<file path="config.mk">
export PLATFORM = sky130hd
export DESIGN_NAME = osbi_bus_interface
export DESIGN_NICKNAME = d
export VERILOG_FILES = /design/src/verilog/osbi_bus_interface.v
export VERILOG_INCLUDE_DIRS = /design/src /design/src/verilog
export SDC_FILE = /design/constraint.sdc
export NUM_CORES = 1
export LEC_CHECK = 0
export BUFFER_PORTS_ARGS = -buffer_cell sky130_fd_sc_hd__buf_2
export CAP_MARGIN = 20
export CORE_UTILIZATION = 39
export DETAILED_ROUTE_END_ITERATION = 12
export GPL_ROUTABILITY_DRIVEN = 0
export PLACE_DENSITY = 0.73
export SLEW_MARGIN = 20
export SYNTH_ARGS = -nofsm -noshare
export SYNTH_HDL_FRONTEND = slang
export SYNTH_SLANG_ARGS = --single-unit
</file>
<file path="constraint.sdc">
create_clock -name clk_sys -period 3 [get_ports clk_sys]
set_input_delay 0.45 -clock clk_sys [delete_from_list [all_inputs] [get_ports clk_sys]]
set_output_delay 0.45 -clock clk_sys [all_outputs]
set_load 0.02 [all_outputs]
</file>
<file path="src/verilog/osbi_map.vh">
// Overview of operation
// - A channel transmits only while its clear-to-send input is low.
// - Internal strap: channel request-to-send drives its own clear-to-send.
// - External strap: connector clear-to-send line feeds the channel input.
// - Transmit-empty and receive-full flags of all channels are OR-combined.
// - Separate straps gate transmit and receive into the level request; common outputs are ungated.
// - Enabled request is driven on one of eight strap-chosen levels.
// - Address lines A5..A15 match switches; closed means 0, open means 1.
// - Wide strap compares all eleven lines A5..A15, otherwise only A5..A7 decide.
// - Board occupies 32 ports on a 32-port aligned base.
// - Four ports per channel: data, status/sync, mode, command.
// - Transfer and advance acknowledges each strap-delayed 0 to 8 steps.
// - Position N asserts between N-1 and N steps after command start.
// - Position 0 asserts immediately on selection.
// - One step is one constant clock period, nominally 10 MHz.
// - Advance drive strap gates the advance acknowledge driver entirely.
// - Board is slave only, never requests the bus.
// - Channels support sixteen line rates from 50 to 19200 baud.
// - Delay register cleared while idle, shifts ones on constant clock.
// - A4..A2 select channel chip select; A1..A0 select register.
// - Channel read/write line high for write, low for read.
// - Acknowledge drivers enabled only during a command to this board.
`ifndef OSBI_MAP_VH
`define OSBI_MAP_VH
`define OSBI_REG_DATA      2'h0
`define OSBI_REG_STATUS    2'h1
`define OSBI_REG_MODE      2'h2
`define OSBI_REG_COMMAND   2'h3
`define OSBI_DEC_LSB       5
`define OSBI_NARROW_MSB    7
`define OSBI_CHAN_LSB      2
`define OSBI_CHAN_MSB      4
`define OSBI_PORTS         32
`define OSBI_CHANNELS      8
`define OSBI_STEPS         8
`define OSBI_STEP_NS       100
`define OSBI_XACK_DEFAULT  4'h3
`define OSBI_BAUD_RATES    16
`define OSBI_SEL_IDLE      8'h00
`define OSBI_CTS_IDLE      8'hff
`define OSBI_IRQ_IDLE      8'hff
`endif

</file>
<file path="src/verilog/osbi_bus_interface.v">
`timescale 1ns/100ps
`include "osbi_map.vh"
module osbi_bus_interface (
   input  wire        clk_sys,
   input  wire        rst_b,
   input  wire        clk_en,
   input  wire        cclk,
   input  wire [15:0] addr,
   input  wire        io_read_n,
   input  wire        io_write_n,
   input  wire [10:0] addr_switch_closed,
   input  wire        wide_address_strap,
   input  wire [3:0]  xack_delay_strap,
   input  wire [3:0]  aack_delay_strap,
   input  wire        advance_ack_drive_strap,
   input  wire        tx_irq_strap,
   input  wire        rx_irq_strap,
   input  wire [2:0]  irq_level_strap,
   input  wire [7:0]  cts_from_connector_strap,
   input  wire [7:0]  chan_rts_n,
   input  wire [7:0]  conn_cts_n,
   input  wire [7:0]  chan_tx_empty_n,
   input  wire [7:0]  chan_rx_full_n,
   output reg  [7:0]  channel_select,
   output reg  [1:0]  reg_select,
   output reg         chan_rd_wr,
   output reg         data_dir_out,
   output reg  [7:0]  chan_cts_n,
   output reg         common_tx_irq_n,
   output reg         common_rx_irq_n,
   output reg  [7:0]  irq_level_n,
   output reg         xack_n,
   output reg         xack_oe,
   output reg         aack_n,
   output reg         aack_oe,
   output reg         bus_request_n
);

   // ************************************************************
   // Sizes
   // ************************************************************
   localparam DEC_BITS   = 11;
   localparam NARROW_CNT = `OSBI_NARROW_MSB - `OSBI_DEC_LSB + 1;
   localparam CHANNELS   = `OSBI_CHANNELS;
   localparam STEPS      = `OSBI_STEPS;
   // Rate choice sits in each channel's mode port; this side only routes
   // the access there, so the rates need no logic of their own
   localparam BAUD_RATES = `OSBI_BAUD_RATES;

   // ************************************************************
   // Address compare and selection
   // ************************************************************
   wire [DEC_BITS-1:0] line_match;
   wire                low_match;
   wire                high_match;
   wire                board_hit;
   wire                rd_cmd;
   wire                wr_cmd;
   wire                command_on;
   wire                selected;

   genvar ab;
   generate
      for (ab = 0; ab < DEC_BITS; ab = ab + 1) begin : g_addr_cmp
         // A closed switch is a 1 here and asks for a 0 on its line
         assign line_match[ab] = addr[`OSBI_DEC_LSB + ab] ^ addr_switch_closed[ab];
      end
   endgenerate

   assign low_match  = &line_match[NARROW_CNT-1:0];
   assign high_match = &line_match[DEC_BITS-1:NARROW_CNT];
   // Narrow systems leave the upper lines undefined, so they must not vote
   assign board_hit  = low_match & (high_match | ~wide_address_strap);
   assign rd_cmd     = ~io_read_n;
   assign wr_cmd     = ~io_write_n;
   assign command_on = rd_cmd | wr_cmd;
   assign selected   = board_hit & command_on;

   // ************************************************************
   // Channel decode
   // ************************************************************
   wire [2:0]          chan_index;

   assign chan_index = addr[`OSBI_CHAN_MSB:`OSBI_CHAN_LSB];

   // ************************************************************
   // Acknowledge delay chain
   // ************************************************************
   // Constant clock rises step the chain, so one tap is one constant clock
   // period whatever its rate; the command arrives unaligned, which gives
   // the one-step uncertainty window.
   reg                 cclk_last;
   reg  [STEPS-1:0]    delay_taps;
   wire                cclk_rise;
   wire [STEPS:0]      tap_view;
   wire [STEPS-1:0]    next_taps;

   assign cclk_rise = cclk & ~cclk_last;
   // Tap zero is tied high so position 0 answers as soon as the board is hit
   assign tap_view  = {delay_taps, 1'b1};

   genvar tp;
   generate
      for (tp = 0; tp < STEPS; tp = tp + 1) begin : g_taps
         // Idle clears every stage; each constant clock rise moves the ones on
         assign next_taps[tp] = selected &
                                (cclk_rise ? tap_view[tp] : delay_taps[tp]);
      end
   endgenerate

   always @(posedge clk_sys) begin
      if (!rst_b) begin
         cclk_last <= 1'b0;
      end else if (clk_en) begin
         cclk_last <= cclk;
      end
   end

   always @(posedge clk_sys) begin
      if (!rst_b) begin
         delay_taps <= {STEPS{1'b0}};
      end else if (clk_en) begin
         delay_taps <= next_taps;
      end
   end

   // ************************************************************
   // Acknowledge position select
   // ************************************************************
   reg                 xack_pick;
   reg                 aack_pick;

   always @* begin
      case (xack_delay_strap)
         4'h0: xack_pick = tap_view[0];
         4'h1: xack_pick = tap_view[1];
         4'h2: xack_pick = tap_view[2];
         4'h3: xack_pick = tap_view[3];
         4'h4: xack_pick = tap_view[4];
         4'h5: xack_pick = tap_view[5];
         4'h6: xack_pick = tap_view[6];
         4'h7: xack_pick = tap_view[7];
         4'h8: xack_pick = tap_view[8];
         // Positions past the last tap behave as an unfitted plug
         default: xack_pick = 1'b0;
      endcase
   end

   always @* begin
      case (aack_delay_strap)
         4'h0: aack_pick = tap_view[0];
         4'h1: aack_pick = tap_view[1];
         4'h2: aack_pick = tap_view[2];
         4'h3: aack_pick = tap_view[3];
         4'h4: aack_pick = tap_view[4];
         4'h5: aack_pick = tap_view[5];
         4'h6: aack_pick = tap_view[6];
         4'h7: aack_pick = tap_view[7];
         4'h8: aack_pick = tap_view[8];
         // Positions past the last tap behave as an unfitted plug
         default: aack_pick = 1'b0;
      endcase
   end

   // ************************************************************
   // Clear-to-send steering per channel
   // ************************************************************
   wire [CHANNELS-1:0] next_cts_n;

   genvar ch;
   generate
      for (ch = 0; ch < CHANNELS; ch = ch + 1) begin : g_cts
         // Internal strap loops request-to-send back so silent devices still send
         assign next_cts_n[ch] = cts_from_connector_strap[ch] ? conn_cts_n[ch]
                                                              : chan_rts_n[ch];
      end
   endgenerate

   // ************************************************************
   // Interrupt merge
   // ************************************************************
   wire                tx_any;
   wire                rx_any;
   wire                tx_req;
   wire                rx_req;
   wire                irq_any;
   wire [7:0]          level_onehot;

   assign tx_any       = ~&chan_tx_empty_n;
   assign rx_any       = ~&chan_rx_full_n;
   assign tx_req       = tx_any & tx_irq_strap;
   assign rx_req       = rx_any & rx_irq_strap;
   assign irq_any      = tx_req | rx_req;
   assign level_onehot = 8'h01 << irq_level_strap;

   // ************************************************************
   // Next output values
   // ************************************************************
   // Every output is registered so the bus and channels see clean levels
   reg [7:0]           next_channel_select;
   reg [1:0]           next_reg_select;
   reg                 next_chan_rd_wr;
   reg                 next_data_dir_out;
   reg [7:0]           next_irq_level_n;
   reg                 next_xack_n;
   reg                 next_xack_oe;
   reg                 next_aack_n;
   reg                 next_aack_oe;

   always @* begin
      next_channel_select = selected ? (8'h01 << chan_index) : `OSBI_SEL_IDLE;
      next_reg_select     = addr[1:0];
      next_chan_rd_wr     = wr_cmd;
      next_data_dir_out   = selected & rd_cmd;
      next_irq_level_n    = irq_any ? ~level_onehot : `OSBI_IRQ_IDLE;
      next_xack_n         = ~(selected & xack_pick);
      next_xack_oe        = selected;
      next_aack_n         = ~(selected & aack_pick);
      next_aack_oe        = selected & advance_ack_drive_strap;
   end

   // ************************************************************
   // Registered outputs
   // ************************************************************
   always @(posedge clk_sys) begin
      if (!rst_b) begin
         channel_select <= `OSBI_SEL_IDLE;
      end else if (clk_en) begin
         channel_select <= next_channel_select;
      end
   end

   always @(posedge clk_sys) begin
      if (!rst_b) begin
         reg_select <= 2'h0;
      end else if (clk_en) begin
         reg_select <= next_reg_select;
      end
   end

   always @(posedge clk_sys) begin
      if (!rst_b) begin
         chan_rd_wr <= 1'b0;
      end else if (clk_en) begin
         chan_rd_wr <= next_chan_rd_wr;
      end
   end

   always @(posedge clk_sys) begin
      if (!rst_b) begin
         data_dir_out <= 1'b0;
      end else if (clk_en) begin
         data_dir_out <= next_data_dir_out;
      end
   end

   always @(posedge clk_sys) begin
      if (!rst_b) begin
         chan_cts_n <= `OSBI_CTS_IDLE;
      end else if (clk_en) begin
         chan_cts_n <= next_cts_n;
      end
   end

   always @(posedge clk_sys) begin
      if (!rst_b) begin
         common_tx_irq_n <= 1'b1;
      end else if (clk_en) begin
         common_tx_irq_n <= ~tx_any;
      end
   end

   always @(posedge clk_sys) begin
      if (!rst_b) begin
         common_rx_irq_n <= 1'b1;
      end else if (clk_en) begin
         common_rx_irq_n <= ~rx_any;
      end
   end

   always @(posedge clk_sys) begin
      if (!rst_b) begin
         irq_level_n <= `OSBI_IRQ_IDLE;
      end else if (clk_en) begin
         irq_level_n <= next_irq_level_n;
      end
   end

   always @(posedge clk_sys) begin
      if (!rst_b) begin
         xack_n <= 1'b1;
      end else if (clk_en) begin
         xack_n <= next_xack_n;
      end
   end

   always @(posedge clk_sys) begin
      if (!rst_b) begin
         xack_oe <= 1'b0;
      end else if (clk_en) begin
         xack_oe <= next_xack_oe;
      end
   end

   always @(posedge clk_sys) begin
      if (!rst_b) begin
         aack_n <= 1'b1;
      end else if (clk_en) begin
         aack_n <= next_aack_n;
      end
   end

   always @(posedge clk_sys) begin
      if (!rst_b) begin
         aack_oe <= 1'b0;
      end else if (clk_en) begin
         aack_oe <= next_aack_oe;
      end
   end

   always @(posedge clk_sys) begin
      if (!rst_b) begin
         bus_request_n <= 1'b1;
      end else if (clk_en) begin
         bus_request_n <= 1'b1;
      end
   end

endmodule

</file>
# Word-level counts from Yosys, hierarchy flattened
# Cells that the tools add are included.
[totals]
latch_bits = 0
in_bits = 88
romBits = 0
register_bits = 43
ram_bits = 0
mem_count = 0
[op_classes]
magnitude_cmp = 0
shifts = 2
n_reduce_logical = 8
bitwise_logic = 38
div = 0
n_eq_ne = 16
multipliers = 0
muxes = 20
n_addsub = 0
[ops]
columns = ["op", "n"]
rows = [
  ["4-bit by 3-bit == test with 1-bit output, second input constant", 8],
  ["8-bit AND reduction", 3],
  ["1-bit case mux with 9 select lines", 2],
  ["1-bit AND", 17],
  ["4-bit by 2-bit == test with 1-bit output, second input constant", 4],
  ["1-bit two-way mux", 16],
  ["8-bit two-way mux", 2],
  ["1-bit by 3-bit left shift with 8-bit output, first input constant", 2],
  ["1-bit XOR", 11],
  ["4-bit by 1-bit == test with 1-bit output, second input constant", 2],
  ["4-bit == test, second input constant", 2],
  ["4-bit logical NOT", 2],
  ["8-bit NOT", 1],
  ["1-bit NOT", 6],
  ["1-bit OR", 3],
  ["3-bit AND reduction", 1],
  ["1-bit logical NOT", 2],
]

# Depth between registers and ports, before layout
[logic_depth]
ltp_word = 7
mapped_depth = 5
depth_no_buf = 5

# Least setup slack after synthesis
# No wires, ideal clock.
[synth_timing]
kind = "input to register"
start = "in clk_en"
end = "reg aack_n"
setup_ps = 122
slack_ps = 1289
t_arrival_ps = 1589
path_stages = 5
path_cell_list = "a21bo_1 -> nor4_4 -> and2_4 -> nand2_4 -> o32a_1"
[synth_lines]
columns = ["element", "line", "source"]
rows = [
  ["from (decl)", "osbi_bus_interface.v:6", "input wire clk_en,"],
  ["to (signal assigned)", "osbi_bus_interface.v:309", "aack_n <= next_aack_n;"],
  ["to (decl)", "osbi_bus_interface.v:34", "output reg aack_n,"],
]

# Worst setup path after layout
[layout_timing]
start = "in io_read_n"
end = "reg xack_n"
[layout_between]
elab_chain_cells = 5
[layout_rtl]
columns = ["element", "line", "source"]
rows = [
  ["from (decl)", "osbi_bus_interface.v:9", "input wire io_read_n,"],
  ["1-bit NOT", "osbi_bus_interface.v:74", "assign rd_cmd = ~io_read_n;"],
  ["1-bit OR", "osbi_bus_interface.v:76", "assign command_on = rd_cmd | wr_cmd;"],
  ["1-bit AND", "osbi_bus_interface.v:77", "assign selected = board_hit & command_on;"],
  ["1-bit AND", "osbi_bus_interface.v:216", "next_xack_n = ~(selected & xack_pick);"],
  ["1-bit NOT", "osbi_bus_interface.v:216", ""],
  ["to (signal assigned)", "osbi_bus_interface.v:293", "xack_n <= next_xack_n;"],
  ["to (decl)", "osbi_bus_interface.v:32", "output reg xack_n,"],
]
# No other way between the ends.
# A chain may end at the register's enable or synchronous reset.

==> summary.md <==
| Metric | Value |
|---|---|
| IO Port Bufs | `121` |
| Post-CTS Hold Buffers | `0` |
| Most frequent cells after synthesis | `dfxtp_1, nand2_1, o21ai_0` |
| Worst r2r src | `delay_taps[6]` |
| Dpl hpwl | `3.91 mm` |
| Final setup fails | `0` |
| DRC | `0` |
| Slew HR | `66.0%` |
| RSZ-0062 raised after global routing | `false` |
| Vias | `2,062` |
| CP required | `3.18 ns` |
| Drt pass-1 iters | `4` |
| CP endpoint kind | `flip-flop` |
| Hold Path Origin | `io_read_n` |
| DRT iter0 DRCs | `94` |
| Max-slew violations | `0` |
| Routed len/inst | `11.9 um` |
| Tcrit/Tclk final | `54.1%` |
| Overall Global Routing Usage | `19.0%` |
| R2R depth | `3` |
| H-tree levels | `2` |
| Run status | `complete, no violations` |
| Area Overhead vs Synth | `38.1%` |
| Share of the synthesized area in the top cell type | `42.2%` |
| Post-Syn Instances | `232` |
| Core area | `4880 um^2` |
| Synth unique cells | `38` |
| Setup TNS | `0 ns` |
| Initial antenna violation count | `0` |
| Synth Flop Type | `dfxtp_1` |
| Fmax | `617 MHz` |
| Layout cells sized above 1 | `38.9%` |
| Fraction of synthesized cell area in xor and xnor cells | `4.73%` |
| ANT nets after route | `0` |
| Sequential area share after synthesis | `42.2%` |
| FF-to-FF setup slack | `1.80 ns` |
| MaxCap Viol Count | `0` |
| Syn_area_per_cell | `8.79 um^2` |
| Worst hold endpoint | `data_dir_out` |
| Largest net degree at the start of global routing | `40` |
| P_leak | `1.34 nW` |
| Min-Delay Path Class | `in -> reg` |
| Inserted Diodes | `0` |
| Crit path max fanout | `10` |
| Placed standard-cell area | `2700 um^2` |
| CTS tree | `yes` |
| Power Density | `443 nW/um^2` |
| Vias/cell | `4.92` |
| Finished Cell Area | `2820 um^2` |
| Die area | `5520 um^2` |
| Tightest Pin Transition | `0.510 ns` |
| WS Path Type | `in -> reg` |
| Clk_lat worst skew | `0.29 ns` |
| Synth Area in Compound Gates | `15.6%` |
| CP arrival | `1.81 ns` |
| Max Clock Skew | `0.00378 ns` |
| Mapped Area | `2040 um^2` |
| Nets | `439` |
| Final Hold Violating Endpoints | `0` |
| Vias in the first global route | `1,876` |
| Clock tree buffer depth | `2` |
| Mux contribution to synthesized area | `12.0%` |
| Postcts setup bufs | `0` |
| Root buf cell | `clkbuf_8` |
| Largest family of logic cells by synthesized area | `simple AND/OR/NAND/NOR gates` |
| Post_cts resized | `0` |
| Synth Area in Simple Gates | `22.3%` |
| DIE WIDTH | `74.3 um` |
| Peak supply drop | `263 uV` |
| Initial Utilization | `41.8%` |
| Clock transition at path regs | `0.08 ns` |
| Drt total wl | `5.00 mm` |
| Total gr overflow | `0` |
| Asr flop ratio synth | `0%` |
| Post-Syn Nets | `320` |
| R2r endpoint | `xack_n` |
| Die height | `74.3 um` |
| Clock sink count | `43` |
| CTS buffer count | `5` |
| Worst Hold Path Cells | `2` |
| FILL cells | `486` |
| # IOs | `123` |
| Num rows | `25` |
| Seq cells post-synth | `43` |
| Ys Warns | `0` |
| Yosys top cell by area | `dfxtp_1` |
| EDFF count, synth | `0` |
| Global-route wire length before repair | `8.10 mm` |
| Synth top area cells | `dfxtp_1, mux2i_1, o21ai_0, nand2_1, xor2_1` |
| Adder-Cell Fraction of Synth Area | `0%` |
| Worst setup SP type | `input port` |
| Tmin final | `1.62 ns` |
==> logic make-up (layout without fill, tap and decap cells) <==
| family | Yosys count | in the layout |
|---|---|---|
| AOI/OAI and AO/OA | 54 | 54 |
| xor gates and xnor gates | 11 | 11 |
| buffers and inverters | 15 | 135 |
| DFF | 43 | 43 |
| muxes | 22 | 22 |
| other | 1 | 1 |
| and+or+nand+nor | 86 | 86 |
==> worst max path at each step <==
stage	endpoint	slack (ns)	cells after the start	start
6_report	xack_n	1.38	6	io_read_n
5_1_grt	irq_level_n[0]	1.25	6	clk_en
4_1_cts	xack_n	1.38	6	io_read_n
3_5_place_dp	xack_n	1.06	6	io_read_n
3_3_place_gp	aack_n	1.12	6	clk_en
2_1_floorplan	aack_n	1.29	5	clk_en
==> cell type report <==
type | instances | area (um^2) | area share [%]
inverter | 4 | 15.0 | 0.533
sequential | 43 | 861 | 30.6
clock inverter | 2 | 35.0 | 1.24
timing repair buffer | 123 | 621 | 22.0
clock buffer | 6 | 82.6 | 2.93
tap | 67 | 83.8 | 2.98
multi-input combinational | 174 | 1120 | 39.7
==> layout by cell type, fill, tap and decap left out, types with 4 or more instances in the layout <==
| master | n |
|---|---|
| nand2_1 | 43 |
| nand3b_1 | 4 |
| o21ai_0 | 36 |
| nand4_1 | 6 |
| inv_1 | 4 |
| buf_2 | 121 |
| xor2_1 | 8 |
| a21oi_1 | 5 |
| mux2i_1 | 20 |
| dfxtp_1 | 43 |
| nor2b_1 | 4 |
| nor2_1 | 8 |
| clkbuf_8 | 6 |
==> metrics by stage <==
stage	util (%)	hold slack [ns]	total power (W)	setup WS, ns	instances
2_1_floorplan	-	0.467	0.000704	1.29	232
3_3_place_gp	55.3	0.428	0.000797	1.12	411
3_5_place_dp	55.3	0.436	0.000800	1.06	411
4_1_cts	57.7	0.366	0.00126	1.38	419
5_1_grt	57.7	0.378	0.00130	1.25	419
6_report	57.7	0.371	0.00125	1.38	419
==> layer usage <==
metal	GRT usage, %	wire length (um)	vias up
li1	-	-	1059
met4	6.92	107	0
met1	23.6	2260	921
met2	31.9	2350	70
met3	4.88	275	12
met5	0	0	-
==> state kept, by name, summed over array words and instances (netlist names) <==
register,flops
irq_level_n,8
reg_select,2
chan_cts_n,8
common_tx_irq_n,1
delay_taps,8
cclk_last,1
chan_rd_wr,1
xack_oe,1
channel_select,8
aack_oe,1
xack_n,1
common_rx_irq_n,1
aack_n,1
data_dir_out,1
==> critical path, cell delays in order <==
cell and delay [ns]:
buf_2 0.11, a21bo_1 0.21, nor4_4 0.37, and2_4 0.22, nand2_4 0.08, o32a_1 0.37
==> power breakdown <==
| group | total [W] | internal (W) | switching (W) |
|---|---|---|---|
| combinational | 0.000194 | 0.0000900 | 0.000104 |
| clock | 0.000460 | 0.000269 | 0.000191 |
| sequential | 0.000591 | 0.000585 | 0.00000624 |
Note: power is estimated with default switching activity, not from simulation.
